--- config.mk ---
export PLATFORM = sky130hd
export DESIGN_NAME = option_select_memory_setup
export DESIGN_NICKNAME = d
export VERILOG_FILES = /design/src/design/option_select_pkg.sv /design/src/design/option_select_memory_setup.sv /design/src/design/card_setup_decoder.sv
export VERILOG_INCLUDE_DIRS = /design/src /design/src/design
export SDC_FILE = /design/constraint.sdc
export NUM_CORES = 1
export LEC_CHECK = 0
export BUFFER_PORTS_ARGS = -buffer_cell sky130_fd_sc_hd__buf_4
export CAP_MARGIN = 20
export CORE_UTILIZATION = 45
export DETAILED_ROUTE_END_ITERATION = 16
export GPL_TIMING_DRIVEN = 0
export HOLD_SLACK_MARGIN = 0.15
export PLACE_DENSITY_LB_ADDON = 0.2
export SETUP_SLACK_MARGIN = 0.5
export SLEW_MARGIN = 0
export SYNTH_ARGS = -nofsm -noshare
export SYNTH_HDL_FRONTEND = slang
export SYNTH_HIERARCHICAL = 1
export SYNTH_SLANG_ARGS = --single-unit
--- constraint.sdc ---
create_clock -name clk -period 2.9 [get_ports clk]
set_clock_uncertainty 0.05 [all_clocks]
set_input_delay 0.725 -clock clk [delete_from_list [all_inputs] [get_ports clk]]
set_output_delay 0.725 -clock clk [all_outputs]
set_load 0.02 [all_outputs]
--- src/design/option_select_map.svh ---
`ifndef OPTION_SELECT_MAP_SVH
`define OPTION_SELECT_MAP_SVH

// ==========================================
// I/O addresses
`define ADDR_BOARD_SETUP 16'h0094
`define ADDR_ADAPTER_SETUP 16'h0096
`define ADDR_MEM_ENABLE 16'h0103
`define ADDR_MEM_PRESENCE 16'h0104
`define ADDR_MEM_CONTROL 16'h0105
`define ADDR_SETUP_LO 16'h0100
`define ADDR_SETUP_HI 16'h0107

// ==========================================
// Field positions
`define BIT_BOARD_SETUP_N 7
`define BIT_MEM_ENABLE 0
`define BIT_SPLIT_DISABLE 5
`define BIT_ROM_ENABLE 4
`define BIT_FAST_MEM 3
`define BIT_CHAN_RESET 7
`define BIT_SETUP_ENABLE 3

// ==========================================
// Reset values and masks
`define RST_BOARD_SETUP 8'hFF
`define RST_MEM_ENABLE 1'h0
`define RST_MEM_CONTROL 8'h10
`define RST_ADAPTER 8'h00
`define RST_CARD_ENABLE 4'h0
`define ADAPTER_RSVD_ONES 8'h70
`define MEM_CONTROL_MASK 8'h3F
`define CARD_ID_NONE 4'hF

// ==========================================
// Memory map
`define ROM_LO 24'h0E0000
`define ROM_HI 24'h0FFFFF
`define MB_SHIFT 20
`define SPLIT_KB_SHIFT 18

`endif

--- src/design/option_select_pkg.sv ---
`default_nettype none
package option_select_pkg;
    typedef enum logic [1:0] {
        card_is_4mb,
        card_is_2mb,
        card_is_1mb,
        card_is_none
    } card_size_t;
    typedef enum logic [1:0] {
        route_none,
        route_ram,
        route_rom
    } mem_route_t;
endpackage
`default_nettype wire

--- src/design/option_select_memory_setup.sv ---
// Behaviour
// [RULE1] Memory enable bit 0 gates board RAM
// [RULE2] Presence register follows selected connector
// [RULE3] Presence bits 7-4 return card identifier
// [RULE4] 4MB card enabled by bits 3-0
// [RULE5] Bit0 low MB, bit1 high MB
// [RULE6] Control bit5 low enables split RAM
// [RULE7] Split: 128KB ROM, 256KB above top
// [RULE8] ROM enable: reads ROM, writes RAM
// [RULE9] ROM off: reads RAM, writes ignored
// [RULE10] Software clears bit5 before ROM enable
// [RULE11] Bit3 speed, cleared by power-on reset
// [RULE12] Control bits 2-0 select memory connector
// [RULE13] Adapter bit7 drives channel reset
// [RULE14] Adapter bit3 enables selected setup line
// [RULE15] Adapter bits 2-0 pick connector
// [RULE16] Setup line active only in 0100-0107
// [RULE17] Adapter in setup answers 0100-0107
// [RULE18] Adapter reads return bits 6-4 set
// [RULE19] Memory registers usable only in setup
// [RULE20] Board setup bit7 low enters setup
// [RULE21] Software uses only 8-bit transfers
// [RULE22] Writable fields read back, reserved ignored
`timescale 1ns/1ns
`default_nettype none
`include "option_select_map.svh"
module option_select_memory_setup
    import option_select_pkg::*;
#(
    parameter int CONNECTORS = 8,
    parameter logic [3:0] ID_SLOT1 = `CARD_ID_NONE,
    parameter logic [3:0] ID_SLOT2 = `CARD_ID_NONE
) (
    input wire logic clk,
    input wire logic rst,
    input wire logic io_rd,
    input wire logic io_wr,
    input wire logic [15:0] io_addr,
    input wire logic [7:0] io_wdata,
    input wire logic [3:0] card_id_slot1,
    input wire logic [3:0] card_id_slot2,
    input wire logic mem_rd,
    input wire logic mem_wr,
    input wire logic [23:0] mem_addr,
    output logic [7:0] io_rdata,
    output logic io_ack,
    output logic board_ram_en,
    output logic [3:0] slot1_mb_en,
    output logic [3:0] slot2_mb_en,
    output logic split_en,
    output logic rom_en,
    output logic fast_mem,
    output logic [23:0] split_base,
    output logic [1:0] mem_route,
    output logic chan_reset,
    output logic [CONNECTORS-1:0] card_setup_line_n
);
    // ==========================================
    // Pin synchronisers for card id straps
    logic [3:0] id1_s1_ff, id1_s2_ff, id2_s1_ff, id2_s2_ff;
    always_ff @(posedge clk) begin
        if (rst) begin
            id1_s1_ff <= ID_SLOT1;
            id1_s2_ff <= ID_SLOT1;
            id2_s1_ff <= ID_SLOT2;
            id2_s2_ff <= ID_SLOT2;
        end else begin
            id1_s1_ff <= card_id_slot1;
            id1_s2_ff <= id1_s1_ff;
            id2_s1_ff <= card_id_slot2;
            id2_s2_ff <= id2_s1_ff;
        end
    end

    // ==========================================
    // Registers
    logic [7:0] board_setup_ff;
    logic mem_enable_ff;
    logic [7:0] mem_control_ff;
    logic [7:0] adapter_ff;
    logic [3:0] card_en1_ff, card_en2_ff;
    logic board_in_setup;
    logic [2:0] slot_sel;
    logic hit_setup_win;

    assign board_in_setup = ~board_setup_ff[`BIT_BOARD_SETUP_N]; // [RULE20]
    assign slot_sel = mem_control_ff[2:0];
    assign hit_setup_win = (io_addr >= `ADDR_SETUP_LO) && (io_addr <= `ADDR_SETUP_HI);

    always_ff @(posedge clk) begin
        if (rst) begin
            board_setup_ff <= `RST_BOARD_SETUP;
        end else if (io_wr && io_addr == `ADDR_BOARD_SETUP) begin
            board_setup_ff <= io_wdata;
        end
    end

    always_ff @(posedge clk) begin
        if (rst) begin
            adapter_ff <= `RST_ADAPTER;
        end else if (io_wr && io_addr == `ADDR_ADAPTER_SETUP) begin
            adapter_ff <= io_wdata & ~`ADAPTER_RSVD_ONES;
        end
    end

    always_ff @(posedge clk) begin
        if (rst) begin
            mem_enable_ff <= `RST_MEM_ENABLE;
        end else if (io_wr && io_addr == `ADDR_MEM_ENABLE && board_in_setup) begin // [RULE19]
            mem_enable_ff <= io_wdata[`BIT_MEM_ENABLE]; // [RULE1] [RULE22]
        end
    end

    // Speed bit is cleared here; ROM starts enabled since ROM is live at power-on
    always_ff @(posedge clk) begin
        if (rst) begin
            mem_control_ff <= `RST_MEM_CONTROL; // [RULE11]
        end else if (io_wr && io_addr == `ADDR_MEM_CONTROL && board_in_setup) begin // [RULE19]
            mem_control_ff <= io_wdata & `MEM_CONTROL_MASK; // [RULE22]
        end
    end

    // Per-connector enables, chosen by the select field
    function automatic logic [3:0] mask_enable(input logic [3:0] id, input logic [3:0] d);
        card_size_t sz;
        sz = card_is_none;
        case (id)
            4'h0: sz = card_is_4mb;
            4'h1, 4'h4, 4'hD: sz = card_is_2mb;
            4'h2, 4'h6, 4'hE: sz = card_is_1mb;
            default: sz = card_is_none;
        endcase
        case (sz)
            card_is_4mb: mask_enable = d; // [RULE4]
            card_is_2mb: mask_enable = {2'h0, d[1:0]}; // [RULE5]
            card_is_1mb: mask_enable = {3'h0, d[0]}; // [RULE5]
            default: mask_enable = 4'h0;
        endcase
    endfunction

    always_ff @(posedge clk) begin
        if (rst) begin
            card_en1_ff <= `RST_CARD_ENABLE;
            card_en2_ff <= `RST_CARD_ENABLE;
        end else if (io_wr && io_addr == `ADDR_MEM_PRESENCE && board_in_setup) begin // [RULE19]
            if (slot_sel == 3'h0) begin // [RULE12] [RULE2]
                card_en1_ff <= mask_enable(id1_s2_ff, io_wdata[3:0]);
            end else if (slot_sel == 3'h1) begin
                card_en2_ff <= mask_enable(id2_s2_ff, io_wdata[3:0]);
            end
        end
    end

    // ==========================================
    // Read path
    logic [7:0] nxt_rdata;
    logic nxt_ack;
    always_comb begin
        nxt_rdata = 8'h00;
        nxt_ack = 1'b0;
        case (io_addr)
            `ADDR_BOARD_SETUP: begin
                nxt_rdata = board_setup_ff;
                nxt_ack = 1'b1;
            end
            `ADDR_ADAPTER_SETUP: begin
                nxt_rdata = adapter_ff | `ADAPTER_RSVD_ONES; // [RULE18]
                nxt_ack = 1'b1;
            end
            `ADDR_MEM_ENABLE: begin
                nxt_rdata = {7'h00, mem_enable_ff};
                nxt_ack = board_in_setup; // [RULE19]
            end
            `ADDR_MEM_PRESENCE: begin
                nxt_ack = board_in_setup;
                case (slot_sel) // [RULE2] [RULE12]
                    3'h0: nxt_rdata = {id1_s2_ff, card_en1_ff}; // [RULE3]
                    3'h1: nxt_rdata = {id2_s2_ff, card_en2_ff}; // [RULE3]
                    default: nxt_rdata = {`CARD_ID_NONE, 4'h0};
                endcase
            end
            `ADDR_MEM_CONTROL: begin
                nxt_rdata = mem_control_ff;
                nxt_ack = board_in_setup;
            end
            default: begin
                nxt_rdata = 8'h00;
                nxt_ack = 1'b0;
            end
        endcase
        // Locked registers read as zero so nothing leaks outside setup
        if (!io_rd || !nxt_ack) begin // [RULE19]
            nxt_rdata = 8'h00;
            nxt_ack = 1'b0;
        end
    end

    always_ff @(posedge clk) begin
        if (rst) begin
            io_rdata <= 8'h00;
            io_ack <= 1'b0;
        end else begin
            io_rdata <= nxt_rdata;
            io_ack <= nxt_ack;
        end
    end

    // ==========================================
    // Memory configuration outputs
    logic [4:0] full_mb;
    always_comb begin
        full_mb = 5'h0;
        for (int i = 0; i < 4; i++) begin
            full_mb = full_mb + 5'(card_en1_ff[i]) + 5'(card_en2_ff[i]);
        end
    end

    always_ff @(posedge clk) begin
        if (rst) begin
            board_ram_en <= 1'b0;
            slot1_mb_en <= 4'h0;
            slot2_mb_en <= 4'h0;
            split_en <= 1'b0;
            rom_en <= 1'b1;
            fast_mem <= 1'b0;
            split_base <= 24'h0;
        end else begin
            board_ram_en <= mem_enable_ff; // [RULE1]
            slot1_mb_en <= mem_enable_ff ? card_en1_ff : 4'h0;
            slot2_mb_en <= mem_enable_ff ? card_en2_ff : 4'h0;
            split_en <= ~mem_control_ff[`BIT_SPLIT_DISABLE]; // [RULE6]
            rom_en <= mem_control_ff[`BIT_ROM_ENABLE];
            fast_mem <= mem_control_ff[`BIT_FAST_MEM]; // [RULE11]
            // The block sits above the top, after every enabled card MB counted in full_mb
            split_base <= 24'(full_mb) << `MB_SHIFT; // [RULE7]
        end
    end

    // Decoding of the top 128KB below 1MB
    logic in_rom_win;
    assign in_rom_win = (mem_addr >= `ROM_LO) && (mem_addr <= `ROM_HI);
    always_ff @(posedge clk) begin
        if (rst) begin
            mem_route <= route_none;
        end else if (!(mem_rd || mem_wr)) begin
            mem_route <= route_none;
        end else if (!in_rom_win) begin
            mem_route <= route_ram;
        end else if (mem_control_ff[`BIT_ROM_ENABLE]) begin
            mem_route <= mem_rd ? route_rom : route_ram; // [RULE8]
        end else begin
            mem_route <= mem_rd ? route_ram : route_none; // [RULE9]
        end
    end

    // ==========================================
    // Adapter setup
    always_ff @(posedge clk) begin
        if (rst) begin
            chan_reset <= 1'b0;
        end else begin
            chan_reset <= adapter_ff[`BIT_CHAN_RESET]; // [RULE13]
        end
    end

    // Code n-1 picks connector n; window qualifies so the card answers only 0100-0107
    card_setup_decoder #(
        .N(CONNECTORS)
    ) u_setup (
        .clk(clk),
        .rst(rst),
        .enable(adapter_ff[`BIT_SETUP_ENABLE]), // [RULE14]
        .sel(adapter_ff[2:0]), // [RULE15]
        .window_hit(hit_setup_win && (io_rd || io_wr)), // [RULE16] [RULE17]
        .card_setup_line_n(card_setup_line_n)
    );

    // ==========================================
    // Checks
    chk_setup_window: assert property (@(posedge clk) disable iff (rst) // [RULE16]
        !((io_rd || io_wr) && hit_setup_win) |=> &card_setup_line_n)
        else $error("setup line active outside window");
    chk_setup_select: assert property (@(posedge clk) disable iff (rst) // [RULE14] [RULE15]
        ((io_rd || io_wr) && hit_setup_win && adapter_ff[3]) |=>
        !card_setup_line_n[$past(adapter_ff[2:0])])
        else $error("selected setup line not driven");
    chk_adapter_ones: assert property (@(posedge clk) disable iff (rst) // [RULE18]
        (io_rd && io_addr == `ADDR_ADAPTER_SETUP) |=> io_rdata[6:4] == 3'h7)
        else $error("adapter reserved bits not ones");
    chk_rom_read: assert property (@(posedge clk) disable iff (rst) // [RULE8]
        (mem_rd && in_rom_win && mem_control_ff[4]) |=> mem_route == route_rom)
        else $error("rom read misrouted");
    chk_rom_off_wr: assert property (@(posedge clk) disable iff (rst) // [RULE9]
        (mem_wr && !mem_rd && in_rom_win && !mem_control_ff[4]) |=> mem_route == route_none)
        else $error("write not ignored");
    chk_locked_regs: assert property (@(posedge clk) disable iff (rst) // [RULE19]
        (io_wr && io_addr == `ADDR_MEM_CONTROL && !board_in_setup) |=> $stable(mem_control_ff))
        else $error("control written outside setup");
    chk_chan_reset: assert property (@(posedge clk) disable iff (rst) // [RULE13]
        adapter_ff[7] |=> chan_reset)
        else $error("channel reset not driven");
    chk_ram_enable: assert property (@(posedge clk) disable iff (rst) // [RULE1]
        ##1 board_ram_en == $past(mem_enable_ff))
        else $error("board ram enable wrong");
    chk_split_bit: assert property (@(posedge clk) disable iff (rst) // [RULE6]
        mem_control_ff[5] |=> !split_en)
        else $error("split not disabled");
    chk_presence_id: assert property (@(posedge clk) disable iff (rst) // [RULE3] [RULE2]
        (io_rd && board_in_setup && io_addr == `ADDR_MEM_PRESENCE && slot_sel == 3'h0)
        |=> io_rdata[7:4] == $past(id1_s2_ff))
        else $error("presence id wrong");
    chk_speed_reset: assert property (@(posedge clk) $past(rst) |-> !fast_mem) // [RULE11]
        else $error("speed not cleared");
    chk_rom_write: assert property (@(posedge clk) disable iff (rst) // [RULE8]
        (mem_wr && !mem_rd && in_rom_win && mem_control_ff[4]) |=> mem_route == route_ram)
        else $error("rom range write not sent to ram");
    chk_rom_off_read: assert property (@(posedge clk) disable iff (rst) // [RULE9]
        (mem_rd && in_rom_win && !mem_control_ff[4]) |=> mem_route == route_ram)
        else $error("rom range read not sent to ram");
    chk_speed_follow: assert property (@(posedge clk) disable iff (rst) // [RULE11]
        ##1 fast_mem == $past(mem_control_ff[3]))
        else $error("speed output wrong");
    chk_setup_disabled: assert property (@(posedge clk) disable iff (rst) // [RULE14]
        !adapter_ff[3] |=> &card_setup_line_n)
        else $error("setup line active while disabled");
    chk_one_line: assert property (@(posedge clk) disable iff (rst) // [RULE15]
        $countones(~card_setup_line_n) <= 1)
        else $error("more than one setup line active");
    chk_ram_gate: assert property (@(posedge clk) disable iff (rst) // [RULE1]
        !mem_enable_ff |=> (slot1_mb_en == 4'h0) && (slot2_mb_en == 4'h0))
        else $error("card ram enabled while board ram off");
    chk_enable_locked: assert property (@(posedge clk) disable iff (rst) // [RULE19]
        (io_wr && io_addr == `ADDR_MEM_ENABLE && !board_in_setup) |=> $stable(mem_enable_ff))
        else $error("enable written outside setup");
    chk_presence_locked: assert property (@(posedge clk) disable iff (rst) // [RULE19]
        (io_wr && io_addr == `ADDR_MEM_PRESENCE && !board_in_setup) |=>
        $stable(card_en1_ff) && $stable(card_en2_ff))
        else $error("presence written outside setup");
    chk_read_locked: assert property (@(posedge clk) disable iff (rst) // [RULE19]
        (io_rd && !board_in_setup && io_addr >= `ADDR_MEM_ENABLE &&
        io_addr <= `ADDR_MEM_CONTROL) |=> !io_ack && io_rdata == 8'h00)
        else $error("locked register readable outside setup");
    chk_size_mask: assert property (@(posedge clk) disable iff (rst) // [RULE5]
        (io_wr && io_addr == `ADDR_MEM_PRESENCE && board_in_setup && slot_sel == 3'h1 &&
        id2_s2_ff != 4'h0) |=> card_en2_ff[3:2] == 2'h0)
        else $error("reserved enable bits taken");
    chk_presence_sel2: assert property (@(posedge clk) disable iff (rst) // [RULE2] [RULE3]
        (io_rd && board_in_setup && io_addr == `ADDR_MEM_PRESENCE && slot_sel == 3'h1)
        |=> io_rdata[7:4] == $past(id2_s2_ff))
        else $error("second connector id wrong");
endmodule // option_select_memory_setup
`default_nettype wire

--- src/design/card_setup_decoder.sv ---
`timescale 1ns/1ns
`default_nettype none
module card_setup_decoder #(
    parameter int N = 8
) (
    input wire logic clk,
    input wire logic rst,
    input wire logic enable,
    input wire logic [2:0] sel,
    input wire logic window_hit,
    output logic [N-1:0] card_setup_line_n
);
    // ==========================================
    // Registered so the line is glitch free on the connectors
    always_ff @(posedge clk) begin
        if (rst) begin
            card_setup_line_n <= '1;
        end else begin
            for (int i = 0; i < N; i++) begin
                card_setup_line_n[i] <= ~(enable && window_hit && (sel == 3'(i))); // [RULE14] [RULE16]
            end
        end
    end
endmodule // card_setup_decoder
`default_nettype wire

==> reports/metrics.cfg <==
[die]
die_h_um=89.5
initial_utilization=0.470
die_x_um=89.5
core_area_mm2=0.00733
io_pins=118
die_area_mm2=0.00801
rows=31

[placed_design]
place_inst=557
gp_congestion=0.942
hpwl_um=5740
portBuffers=80
place_area_mm2=0.00426

[setup_path]
cp-start-kind=flop
cp_slowest_stage_delay_ps=540
r2r_setup_slack_ps=100
ff2ff_path_depth=9
crit_slowest_cell=fa_1
r2r-end=split_base[21]
required_ps=3070
crit_path_max_fanout=2
crit_path_start=card_en1_ff[0]
endpoint=split_base[21]
end_kind=flop
crit_arrival_ps=2970
r2r_start=card_en1_ff[0]
critPathKind=reg -> reg
crit_chain=fa_1 -> inv_1 -> fa_1 -> fa_2 -> inv_2 -> ha_4 -> inv_2 -> fa_2 -> nor2_1

[run]
cap_violations=0

[grt]
grt_pass1_wl_um=11900
grt_util_all_layers=0.202
grt_overflow_total=0
grt_max_degree=13
antenna_found_initial=0
grt_pass1_vias=2468

[cts]
cts_tree=yes
hold_buffers=0
cts_buffers=9
cts_sinks=80
cts.clk_slew.worst_paths_ps=70
insertion_delay_ps=340
clock_path_buffers=2
cts_max_level=3
cts_root_buffer=clkbuf_8

[logic_synthesis]
synth-edff-count=0
ys_warn_count=6
yosysSeqAreaShare=0.465
ys_async_sr_fraction=0
syn_inst=359
avgSynthCellArea_um2=9.59
synth-seq-cells=80
syn-cell-area_mm2=0.00344
synthTopCellsByArea=dfxtp_1 (47%), mux2i_1 (7.6%), buf_4 (4.4%)
yosys.area.top_type=dfxtp_1
synth_top_area_frac=0.465
yosysUniqueCellTypes=51
ys.flop_type=dfxtp_1

[detailed_routing]
wl_um=7660
via_per_inst=4.89
detail_route.wl_per_cell_um=13.2
postRouteAntennaNets=0
drt-initial-drc-count=130
vias=2842
drtPass1Iterations=4
drc=0

[sta]
rsz0062_at_grt=true
slew_headroom=0.434
fmax_mhz=357
maxSlewViolCount=0
tightestPinTransition_ps=841
tns_ps=0
hold_violations=0
finalSetupViolCount=0
min_period_ps=2800
period_share=0.966

[status]
status=completed

[cells_and_area]
finalNonFillerCells=581
area_delta_synth_final_pct=34.0
final_nets=547
fin_area_mm2=0.00461
antenna_cells_inserted=0
layout-drive-gt1-share=0.351

[hold_path]
min_path_type=reg -> reg

[pwr]
power_density_mw_per_mm2=476
peakVddDrop_uv=239
power_w=0.00220
total_leakage_power_nw=1.93

[area by class of cell]
| cell class | count | area (µm²) |
|---|---|---|
| Fill cell | 630 | 2720 |
| Multi-Input combinational cell | 252 | 1720 |
| Sequential cell | 80 | 1600 |
| Tap cell | 99 | 124 |
| Clock inverter | 3 | 65.1 |
| Clock buffer | 12 | 155 |
| Buffer | 32 | 204 |
| Timing Repair Buffer | 89 | 688 |
| Inverter | 14 | 52.6 |
[cell usage after synthesis (2+ instances only)]
cell type / count
a2111oi_0: 2
a21oi_1: 8
a221oi_1: 2
a32oi_1: 5
and2_1: 12
and3b_1: 3
buf_4: 20
clkbuf_1: 10
dfxtp_1: 80
fa_1: 4
ha_1: 3
inv_1: 14
mux2_2: 7
mux2i_1: 26
nand2_1: 37
nand3_1: 7
nand4_1: 3
nor2_1: 32
nor2b_1: 11
nor3_1: 3
nor3b_1: 3
nor4_1: 7
nor4_4: 3
o21ai_0: 11
o31ai_1: 3
or2_2: 16
xnor2_1: 3
[cells by family after synthesis]
kind of cell | Yosys count | share of synthesized area
and+or+nand+nor | 153 | 0.253
DFF | 80 | 0.465
buffers and inverters | 46 | 0.0723
AOI/OAI and AO/OA | 35 | 0.0654
muxes | 33 | 0.0985
adders and majority gates | 7 | 0.0342
xor gates and xnor gates | 4 | 0.0102
other | 1 | 0.00109
[routing by layer]
layer,GRT usage,vias to the layer above,part of all wire
met5,0,-,0
met4,0.107,0,0.028
met3,0.0471,19,0.073
met2,0.316,120,0.45
met1,0.260,1283,0.45
li1,-,1420,-
[worst max-delay path: cells and delay by family, from the launching register on]
kind	cells	cell delay, ps
buffers and inverters	3	160
adders and majority gates	5	2110
DFF	1	330
and+or+nand+nor	1	40
[registers in the layout, indices dropped and copies added, names as in the netlist]
| signal | cells |
|---|---|
| adapter_ff | 5 |
| board_ram_en | 1 |
| board_setup_ff | 8 |
| card_en1_ff | 4 |
| card_en2_ff | 4 |
| chan_reset | 1 |
| fast_mem | 1 |
| id1_s1_ff | 4 |
| id1_s2_ff | 4 |
| id2_s1_ff | 4 |
| id2_s2_ff | 4 |
| io_ack | 1 |
| io_rdata | 8 |
| mem_control_ff | 6 |
| mem_enable_ff | 1 |
| mem_route | 2 |
| rom_en | 1 |
| slot1_mb_en | 4 |
| slot2_mb_en | 4 |
| split_base | 4 |
| split_en | 1 |
| u_setup/card_setup_line_n | 8 |
[worst min path at each step]
stage | cells past startpoint | from | end | slack (ps)
after global placement | 1 | id2_s1_ff[1] | id2_s2_ff[1] | 340
after CTS | 1 | id2_s1_ff[1] | id2_s2_ff[1] | 360
after global routing | 1 | id2_s1_ff[1] | id2_s2_ff[1] | 370
after detailed placement | 1 | id2_s1_ff[2] | id2_s2_ff[2] | 340
after floorplan | 1 | id1_s1_ff[0] | id1_s2_ff[0] | 340
final | 1 | id1_s1_ff[2] | id1_s2_ff[2] | 360
[cell usage in the layout, fill, tap and decap left out, types with 5 or more instances in the layout]
cell type and instances:
a21oi_1 7, a32oi_1 5, and2_1 12, buf_4 106, clkbuf_1 10, clkbuf_8 11
conb_1 20, dfxtp_1 78, inv_1 12, mux2_2 7, mux2i_1 26, nand2_1 36
nand3_1 7, nor2_1 32, nor2b_1 10, nor4_1 7, o21ai_0 11, or2_2 16
[stage by stage]
step	utilization	hold WS, ps	setup WS [ps]
global placement	0.581	344	55.5
finish	0.629	356	97.8
global route	0.629	370	29.8
floorplan	-	339	172
CTS	0.619	362	75.8
detailed placement	0.581	345	60.5
[repair_timing]
item / in CTS / in global routing
gates cloned: 0 / 0
pin swaps: 2 / 2
hold endpoints to repair: 0 / 0
gates resized for setup: 9 / 6
setup endpoints to repair: 4 / 19
buffers inserted: 4 / 5
[power by group]
part	leakage [nW]	total [W]	switching, W	internal, W
Combinational	1.17	0.000178	0.0000913	0.0000865
Sequential	0.651	0.00112	0.00000700	0.00111
Clock	0.112	0.000901	0.000375	0.000526
Total	1.93	0.00220	0.000473	0.00172
Note: power is estimated with default switching activity, not from simulation.
